## config.mk

```make
export PLATFORM = sky130hd
export DESIGN_NAME = lvd_ctrl
export DESIGN_NICKNAME = d
export VERILOG_FILES = /design/src/rtl/lvd_pkg.sv /design/src/rtl/lvd_ctrl.sv /design/src/rtl/lvd_sync2.sv
export SDC_FILE = /design/constraint.sdc
export NUM_CORES = 1
export LEC_CHECK = 0
export BUFFER_PORTS_ARGS = -buffer_cell sky130_fd_sc_hd__buf_2
export CAP_MARGIN = 25
export CORE_ASPECT_RATIO = 1.75
export CORE_MARGIN = 2
export CORE_UTILIZATION = 38
export DETAILED_ROUTE_END_ITERATION = 10
export GPL_ROUTABILITY_DRIVEN = 1
export HOLD_SLACK_MARGIN = 0.05
export PLACE_DENSITY = 0.86
export SLEW_MARGIN = 20
export SYNTH_ARGS = -nofsm -noshare
export SYNTH_HDL_FRONTEND = slang
export SYNTH_SLANG_ARGS = --single-unit
```

## constraint.sdc

```tcl
create_clock -name core_clk_i -period 1.8 [get_ports core_clk_i]
set_clock_uncertainty 0.15 [all_clocks]
set_input_delay 0.27 -clock core_clk_i [delete_from_list [all_inputs] [get_ports core_clk_i]]
set_output_delay 0.27 -clock core_clk_i [all_outputs]
set_load 0.01 [all_outputs]
```

## src/rtl/lvd_pkg.sv

```systemverilog
// Shared constants for the low-voltage detect control block
package lvd_pkg;

   // Register bus geometry
   localparam int          LVD_ADR_W        = 4;
   localparam int          LVD_DAT_W        = 32;
   localparam int          LVD_SEL_W        = LVD_DAT_W / 8;

   // Register byte offsets
   localparam logic [3:0]  LVD_OFS_CTRL     = 4'h0;
   localparam logic [3:0]  LVD_OFS_LEVEL    = 4'h4;
   localparam logic [3:0]  LVD_OFS_IRQ      = 4'h8;
   localparam logic [3:0]  LVD_OFS_CAUSE    = 4'hc;

   // Control register bit positions
   localparam int          LVD_CTRL_FLAG    = 0;
   localparam int          LVD_CTRL_MODE    = 1;
   localparam int          LVD_CTRL_SRC     = 2;
   localparam int          LVD_CTRL_EN      = 7;

   // Interrupt register bit positions
   localparam int          LVD_IRQ_REQ      = 0;
   localparam int          LVD_IRQ_MASK     = 1;

   // Reset cause register bit position
   localparam int          LVD_CAUSE_LV     = 0;

   // Level code field width
   localparam int          LVD_LEVEL_W      = 4;

   // Reset values
   localparam logic [3:0]  LVD_LEVEL_RST    = 4'h0;
   localparam logic        LVD_MASK_RST     = 1'b1;

   // Comparator source encoding
   typedef enum logic {
      LVD_SRC_SUPPLY,
      LVD_SRC_EXTERNAL
   } lvd_src_e;

endpackage

```

## src/rtl/lvd_ctrl.sv

```systemverilog
`timescale 1ns/10ps
`default_nettype none

module lvd_ctrl
   import lvd_pkg::*;
(
   // Clock and system reset (any reset other than this block's own)
   input  wire logic                 core_clk_i,
   input  wire logic                 rst_i,
   // Wishbone classic slave
   input  wire logic                 wb_cyc_i,
   input  wire logic                 wb_stb_i,
   input  wire logic                 wb_we_i,
   input  wire logic [LVD_ADR_W-1:0] wb_adr_i,
   input  wire logic [LVD_SEL_W-1:0] wb_sel_i,
   input  wire logic [LVD_DAT_W-1:0] wb_dat_i,
   output logic      [LVD_DAT_W-1:0] wb_dat_o,
   output logic                      wb_ack_o,
   // Asynchronous comparator results, high while below level
   input  wire logic                 supply_below_i,
   input  wire logic                 ext_below_i,
   // Analog control
   output logic                      detector_enable_o,
   output logic                      source_select_o,
   output logic [LVD_LEVEL_W-1:0]    level_code_o,
   // Reset and interrupt towards the core
   output logic                      lv_reset_o,
   output logic                      low_voltage_irq_o,
   output logic                      detect_irq_request_o,
   output logic                      detect_irq_mask_o
);

   // Control state
   logic                   enable_q;
   logic                   mode_q;
   logic                   source_q;
   logic [LVD_LEVEL_W-1:0] level_q;
   logic                   irq_req_q;
   logic                   irq_req_d;
   logic                   mask_q;
   logic                   mask_d;
   logic                   cause_q;
   logic                   cause_d;
   // Detection state
   logic                   below_prev_q;
   logic                   lv_reset_q;
   logic                   irq_pulse_q;
   // Bus state
   logic                   ack_q;
   logic [LVD_DAT_W-1:0]   rdata_q;

   // Byte lane 0 write decode for one register offset
   function automatic logic lane0_hit(
      input logic [LVD_ADR_W-1:0] adr,
      input logic [3:0]           ofs,
      input logic [LVD_SEL_W-1:0] sel
   );
      lane0_hit = (adr[3:2] == ofs[3:2]) && sel[0];
   endfunction

   // Synchronised comparator levels
   logic supply_below_s;
   logic ext_below_s;

   lvd_sync2 #(
      .WIDTH (2)
   ) u_sync (
      .core_clk_i (core_clk_i),
      .rst_i      (rst_i),
      .async_i    ({supply_below_i, ext_below_i}),
      .sync_o     ({supply_below_s, ext_below_s})
   );

   // Selected comparison, forced to above-level while disabled
   wire  src_below   = (source_q == LVD_SRC_EXTERNAL) ?
                       ext_below_s : supply_below_s;
   wire  below_level = enable_q & src_below;

   // Bus request decode; the write lands on the edge that sees ack
   wire  bus_req     = wb_cyc_i & wb_stb_i;
   wire  bus_commit  = bus_req & ack_q;
   wire  wr_commit   = bus_commit & wb_we_i;
   wire  rd_commit   = bus_commit & ~wb_we_i;
   wire  wr_ctrl     = wr_commit & lane0_hit(wb_adr_i, LVD_OFS_CTRL,
                                             wb_sel_i);
   wire  wr_level    = wr_commit & lane0_hit(wb_adr_i, LVD_OFS_LEVEL,
                                             wb_sel_i);
   wire  wr_irq      = wr_commit & lane0_hit(wb_adr_i, LVD_OFS_IRQ,
                                             wb_sel_i);
   wire  rd_cause    = rd_commit &
                       (wb_adr_i[3:2] == LVD_OFS_CAUSE[3:2]);

   // Crossing event: any change of the selected result, including the
   // drop to above-level when enable is cleared while below
   wire  crossing    = below_level ^ below_prev_q;
   wire  irq_event   = crossing & ~mode_q & ~lv_reset_q;

   // Reset request: level driven, so setting the mode while above
   // level produces nothing
   wire  lv_reset_d  = below_level & mode_q;

   // Interrupt request flag: a crossing outranks a software clear
   always_comb begin
      irq_req_d = irq_req_q;
      if (wr_irq) begin
         irq_req_d = wb_dat_i[LVD_IRQ_REQ];
      end
      if (irq_event) begin
         irq_req_d = 1'b1;
      end
   end

   // Mask: software owns it, but a detector reset forces it on
   always_comb begin
      mask_d = mask_q;
      if (wr_irq) begin
         mask_d = wb_dat_i[LVD_IRQ_MASK];
      end
      if (lv_reset_q) begin
         mask_d = LVD_MASK_RST;
      end
   end

   // Reset cause: cleared by reading it, a new cause wins over the read
   always_comb begin
      cause_d = cause_q;
      if (rd_cause) begin
         cause_d = 1'b0;
      end
      if (lv_reset_q) begin
         cause_d = 1'b1;
      end
   end

   // Read data mux, zero for unmapped offsets
   logic [LVD_DAT_W-1:0] rdata_d;
   always_comb begin
      rdata_d = '0;
      case (wb_adr_i[3:2])
         LVD_OFS_CTRL[3:2]: begin
            rdata_d[LVD_CTRL_EN]   = enable_q;
            rdata_d[LVD_CTRL_SRC]  = source_q;
            rdata_d[LVD_CTRL_MODE] = mode_q;
            rdata_d[LVD_CTRL_FLAG] = below_level;
         end
         LVD_OFS_LEVEL[3:2]: begin
            rdata_d[LVD_LEVEL_W-1:0] = level_q;
         end
         LVD_OFS_IRQ[3:2]: begin
            rdata_d[LVD_IRQ_REQ]  = irq_req_q;
            rdata_d[LVD_IRQ_MASK] = mask_q;
         end
         LVD_OFS_CAUSE[3:2]: begin
            rdata_d[LVD_CAUSE_LV] = cause_q;
         end
         default: begin
            rdata_d = '0;
         end
      endcase
   end

   // Wishbone handshake: ack one cycle after the request, dropped after
   always_ff @(posedge core_clk_i) begin
      if (rst_i) begin
         ack_q   <= 1'b0;
         rdata_q <= '0;
      end else begin
         ack_q   <= bus_req & ~ack_q;
         rdata_q <= rdata_d;
      end
   end

   // Settings survive this block's own reset; only rst_i clears them
   always_ff @(posedge core_clk_i) begin
      if (rst_i) begin
         enable_q <= 1'b0;
         mode_q   <= 1'b0;
         source_q <= LVD_SRC_SUPPLY;
         level_q  <= LVD_LEVEL_RST;
      end else begin
         if (wr_ctrl) begin
            enable_q <= wb_dat_i[LVD_CTRL_EN];
            mode_q   <= wb_dat_i[LVD_CTRL_MODE];
            source_q <= wb_dat_i[LVD_CTRL_SRC];
         end
         if (wr_level) begin
            level_q  <= wb_dat_i[LVD_LEVEL_W-1:0];
         end
      end
   end

   // Interrupt flags and reset cause; a detector reset clears the
   // pending request the same way any core reset would
   always_ff @(posedge core_clk_i) begin
      if (rst_i) begin
         irq_req_q <= 1'b0;
         mask_q    <= LVD_MASK_RST;
         cause_q   <= 1'b0;
      end else begin
         irq_req_q <= irq_req_d & ~lv_reset_q;
         mask_q    <= mask_d;
         cause_q   <= cause_d;
      end
   end

   // Detection pipeline
   always_ff @(posedge core_clk_i) begin
      if (rst_i) begin
         below_prev_q <= 1'b0;
         lv_reset_q   <= 1'b0;
         irq_pulse_q  <= 1'b0;
      end else begin
         below_prev_q <= below_level;
         lv_reset_q   <= lv_reset_d;
         irq_pulse_q  <= irq_event;
      end
   end

   // Outputs
   assign wb_ack_o             = ack_q;
   assign wb_dat_o             = rdata_q;
   assign detector_enable_o    = enable_q;
   assign source_select_o      = source_q;
   assign level_code_o         = level_q;
   assign lv_reset_o           = lv_reset_q;
   assign low_voltage_irq_o    = irq_pulse_q;
   assign detect_irq_request_o = irq_req_q;
   assign detect_irq_mask_o    = mask_q;

endmodule

`default_nettype wire

```

## src/rtl/lvd_sync2.sv

```systemverilog
`timescale 1ns/10ps
`default_nettype none

// Two-flop synchroniser for asynchronous levels
module lvd_sync2
   import lvd_pkg::*;
#(
   parameter int WIDTH = 1
) (
   // Clock and reset
   input  wire logic             core_clk_i,
   input  wire logic             rst_i,
   // Asynchronous in, synchronous out
   input  wire logic [WIDTH-1:0] async_i,
   output logic      [WIDTH-1:0] sync_o
);

   logic [WIDTH-1:0] meta_q;
   logic [WIDTH-1:0] sync_q;

   // First stage feeds only the second stage
   always_ff @(posedge core_clk_i) begin
      if (rst_i) begin
         meta_q <= '0;
         sync_q <= '0;
      end else begin
         meta_q <= async_i;
         sync_q <= meta_q;
      end
   end

   assign sync_o = sync_q;

endmodule

`default_nettype wire

```

==> metrics.txt <==
# TYPE chip_impl_metric gauge
chip_impl_info{name="outcome",value="completed"} 1
chip_impl_info{name="clock_tree_from_tritoncts",value="yes"} 1
chip_impl_metric{name="die_area",unit="sq mm"} 0.00338
chip_impl_metric{name="drive_above_1_share",unit="%"} 29.1
chip_impl_metric{name="synthesis.area",unit="sq mm"} 0.00111
chip_impl_metric{name="power.leakage",unit="nW"} 0.563
chip_impl_metric{name="port_buffers",unit=""} 30
chip_impl_metric{name="clk_latency",unit="ns"} 0.27
chip_impl_metric{name="critPathMaxFanout",unit=""} 4
chip_impl_metric{name="drv_cap",unit=""} 0
chip_impl_metric{name="grt_pass1_vias",unit=""} 674
chip_impl_metric{name="nNetsFinal",unit=""} 189
chip_impl_info{name="category_of_the_worst_setup_path_launch_point",value="flop"} 1
chip_impl_metric{name="row_count",unit=""} 26
chip_impl_metric{name="detail_route.wl_per_cell",unit="um"} 10.5
chip_impl_metric{name="placement.cell_area",unit="sq mm"} 0.00117
chip_impl_info{name="grt_setup_unrepaired",value="false"} 1
chip_impl_metric{name="reg2reg_depth",unit=""} 4
chip_impl_metric{name="synthMuxAreaShare",unit="%"} 12.8
chip_impl_metric{name="ys_seq_elements",unit=""} 23
chip_impl_metric{name="chipHeight",unit="um"} 75.5
chip_impl_metric{name="hold_viol_final",unit=""} 0
chip_impl_info{name="worst_setup_path_end_kind",value="flop"} 1
chip_impl_metric{name="max_freq",unit="GHz"} 0.650
chip_impl_metric{name="final.min_clock_period",unit="ns"} 1.54
chip_impl_metric{name="post-cts-setup-buffer-count",unit=""} 0
chip_impl_metric{name="yosys.area_share.simple",unit="%"} 21.0
chip_impl_metric{name="slowest_delay",unit="ns"} 0.44
chip_impl_metric{name="worst_ir_drop_vdd",unit="mV"} 0.440
chip_impl_metric{name="critPathRequiredTime",unit="ns"} 1.80
chip_impl_metric{name="grt_pass1_wl",unit="um"} 2750
chip_impl_info{name="ctsRootBufferMaster",value="clkbuf_8"} 1
chip_impl_metric{name="drtPass1Iterations",unit=""} 4
chip_impl_metric{name="drt.antenna.violating_nets",unit=""} 0
chip_impl_metric{name="cts.path.max_buffers",unit=""} 2
chip_impl_metric{name="route.detailed.drc",unit=""} 0
chip_impl_info{name="path_delay_family",value="simple AND/OR/NAND/NOR gates"} 1
chip_impl_metric{name="vias_per_cell",unit=""} 4.49
chip_impl_metric{name="gpl.final_weighted_congestion",unit=""} 0.769
chip_impl_metric{name="yosysWarnings",unit=""} 0
chip_impl_metric{name="grtUsageTotal",unit="%"} 11.4
chip_impl_metric{name="depth_of_the_worst_hold_timing_path",unit=""} 2
chip_impl_info{name="hp-class",value="input pin to flop"} 1
chip_impl_metric{name="design.portCount",unit=""} 90
chip_impl_metric{name="postCtsHoldBufs",unit=""} 0
chip_impl_metric{name="synth_xor_area_share",unit="%"} 0
chip_impl_metric{name="tns",unit="ns"} 0
chip_impl_metric{name="fin_crit_sh",unit="%"} 85.4
chip_impl_metric{name="crit_cells",unit=""} 4
chip_impl_metric{name="cp.arrival",unit="ns"} 1.54
chip_impl_metric{name="setup-violations-final",unit=""} 0
chip_impl_metric{name="post_cts_resize_count",unit=""} 0
chip_impl_metric{name="utilization",unit="%"} 42.6
chip_impl_metric{name="ys_seq_area_share",unit="%"} 41.5
chip_impl_metric{name="synth_compound_area_share",unit="%"} 2.93
chip_impl_metric{name="area.growth.synth_to_final",unit="%"} 9.93
chip_impl_metric{name="synthDistinctLibCells",unit=""} 23
chip_impl_info{name="critical_path.cell_chain",value="nand3_4 > nor4_4 > mux2i_1 > nor2_1"} 1
chip_impl_metric{name="power_density",unit="mW/mm^2"} 760
chip_impl_metric{name="detailedRoute.firstIterationViolations",unit=""} 7
chip_impl_metric{name="htreeDepth",unit=""} 1
chip_impl_metric{name="final_area",unit="sq mm"} 0.00122
chip_impl_metric{name="antenna_cells_inserted",unit=""} 0
chip_impl_metric{name="die-width",unit="um"} 44.8
chip_impl_metric{name="worst_setup_hold_path_clk_slew",unit="ns"} 0.08
chip_impl_metric{name="numCtsBuffers",unit=""} 3
chip_impl_metric{name="starting_density",unit="%"} 38.7
chip_impl_info{name="timing_worst_setup_path_type",value="flop to flop"} 1
chip_impl_metric{name="number_of_instances_in_the_synthesized_netlist",unit=""} 111
chip_impl_metric{name="grt_start_max_net_pins",unit=""} 22
chip_impl_metric{name="yosys.area_share.adder",unit="%"} 0
chip_impl_metric{name="core",unit="sq mm"} 0.00286
chip_impl_metric{name="finalPower",unit="uW"} 926
chip_impl_info{name="synth_top_family_by_area",value="buffers and inverters"} 1
chip_impl_metric{name="detailedPlacementHpwl",unit="um"} 1440
chip_impl_metric{name="via_count",unit=""} 758
chip_impl_info{name="crit_slowest_cell",value="nor4_4"} 1
chip_impl_metric{name="placed_cells",unit=""} 165
chip_impl_metric{name="grt_remaining_overflow",unit=""} 0
chip_impl_metric{name="antenna_found_initial",unit=""} 0
chip_impl_metric{name="postRouteWirelength",unit="um"} 1780
chip_impl_metric{name="number_of_clock_sinks",unit=""} 23
chip_impl_metric{name="fin_cells",unit=""} 169
chip_impl_metric{name="cp_num_buf_inv",unit=""} 0
chip_impl_metric{name="syn-mean-instance-area",unit="sq um"} 9.99
chip_impl_metric{name="final_slew_violations",unit=""} 0
-- registers in the layout, summed over array words and instances (netlist names) --
signal	cells
mode_q	1
u_sync.sync_o	2
wb_dat_o	5
lv_reset_o	1
below_prev_q	1
detect_irq_request_o	1
cause_q	1
detector_enable_o	1
source_select_o	1
detect_irq_mask_o	1
low_voltage_irq_o	1
wb_ack_o	1
level_code_o	4
u_sync.meta_q	2
-- report_power, final --
part | switching (mW) | leakage, nW | internal [mW] | total (mW)
clock network | 0.166 | 0.0217 | 0.157 | 0.323
logic | 0.0609 | 0.354 | 0.0243 | 0.0852
registers | 0.00230 | 0.187 | 0.515 | 0.518
total | 0.230 | 0.563 | 0.696 | 0.926
-- metal layers --
layer	vias to the layer above	routed length, um	track usage (%)
li1	373	-	-
met1	336	594	9.28
met2	44	962	22.4
met3	5	172	2.84
met4	0	46	7.84
met5	-	0	0
-- metrics by stage --
| stage | setup slack, ns | hold slack (ns) |
|---|---|---|
| 2_1_floorplan | 0.348 | 0.200 |
| 3_3_place_gp | 0.227 | 0.268 |
| 3_5_place_dp | 0.179 | 0.275 |
| 4_1_cts | 0.229 | 0.0543 |
| 5_1_grt | 0.169 | 0.0885 |
| 6_report | 0.262 | 0.0537 |
-- worst reg2reg max path, delay by kind of cell (launching register included) --
family / cells / cell delay (ns)
flops: 1 / 0.40
mux: 1 / 0.25
simple gates: 3 / 0.62
-- final timing paths --
kind / from / endpoint / slack (ns)
setup reg to reg: wb_ack_o / level_code_o[2] / 0.26
setup / recovery: wb_ack_o / level_code_o[2] / 0.26
hold / removal: supply_below_i / u_sync.meta_q[1] / 0.05
hold reg to reg: u_sync.meta_q[1] / u_sync.sync_o[1] / 0.29
-- cell type report --
class | instances | area (sq um)
fillers | 305 | 1640
multi-input cells | 82 | 508
flip-flops and latches | 23 | 460
repair buffers | 31 | 158
clock buffers | 3 | 41.3
well taps | 28 | 35.0
inverters | 1 | 8.76
clock inverters | 1 | 7.51
-- cells in the mapped netlist --
library cell	number	share of area, %
nor2_1	13	4.4
nor2b_1	5	2.8
mux2i_1	13	12
or3_1	1	0.56
conb_1	1	0.34
a21boi_1	1	0.68
dfxtp_1	23	42
clkbuf_1	2	0.68
nand3_1	1	0.45
inv_6	1	0.79
and2_1	1	0.56
a31oi_1	1	0.56
nor4b_4	1	2.1
mux2_2	1	1.0
a221oi_1	1	0.79
buf_4	28	19
nor4_4	2	3.8
a21oi_1	2	0.90
nand2_1	6	2.0
buf_6	1	1.0
nor4b_1	1	0.79
nor3_1	4	1.8
nand3_4	1	1.6
-- layout by cell type (no fill, tap or decap) --
cell type and n:
nor3_1 4, a21oi_1 2, mux2_2 1, and2_1 1, dfxtp_1 23, mux2i_1 13
nand2_1 6, clkinvlp_4 1, or3_1 1, a221oi_1 1, buf_4 1, buf_2 30
conb_1 27, nor4_4 2, a21boi_1 1, nand3_1 1, nand3_4 1, nor2_1 13
a31oi_1 1, nor4b_1 1, inv_6 1, nor2b_1 5, nor4b_4 1, clkbuf_8 3
-- kinds of logic after synthesis --
logic type,Yosys count
compound gates,5
buf+inv,32
flops,23
mux,14
other cells,1
simple gates,36
No activity file was read; power rests on OpenSTA's default activity.
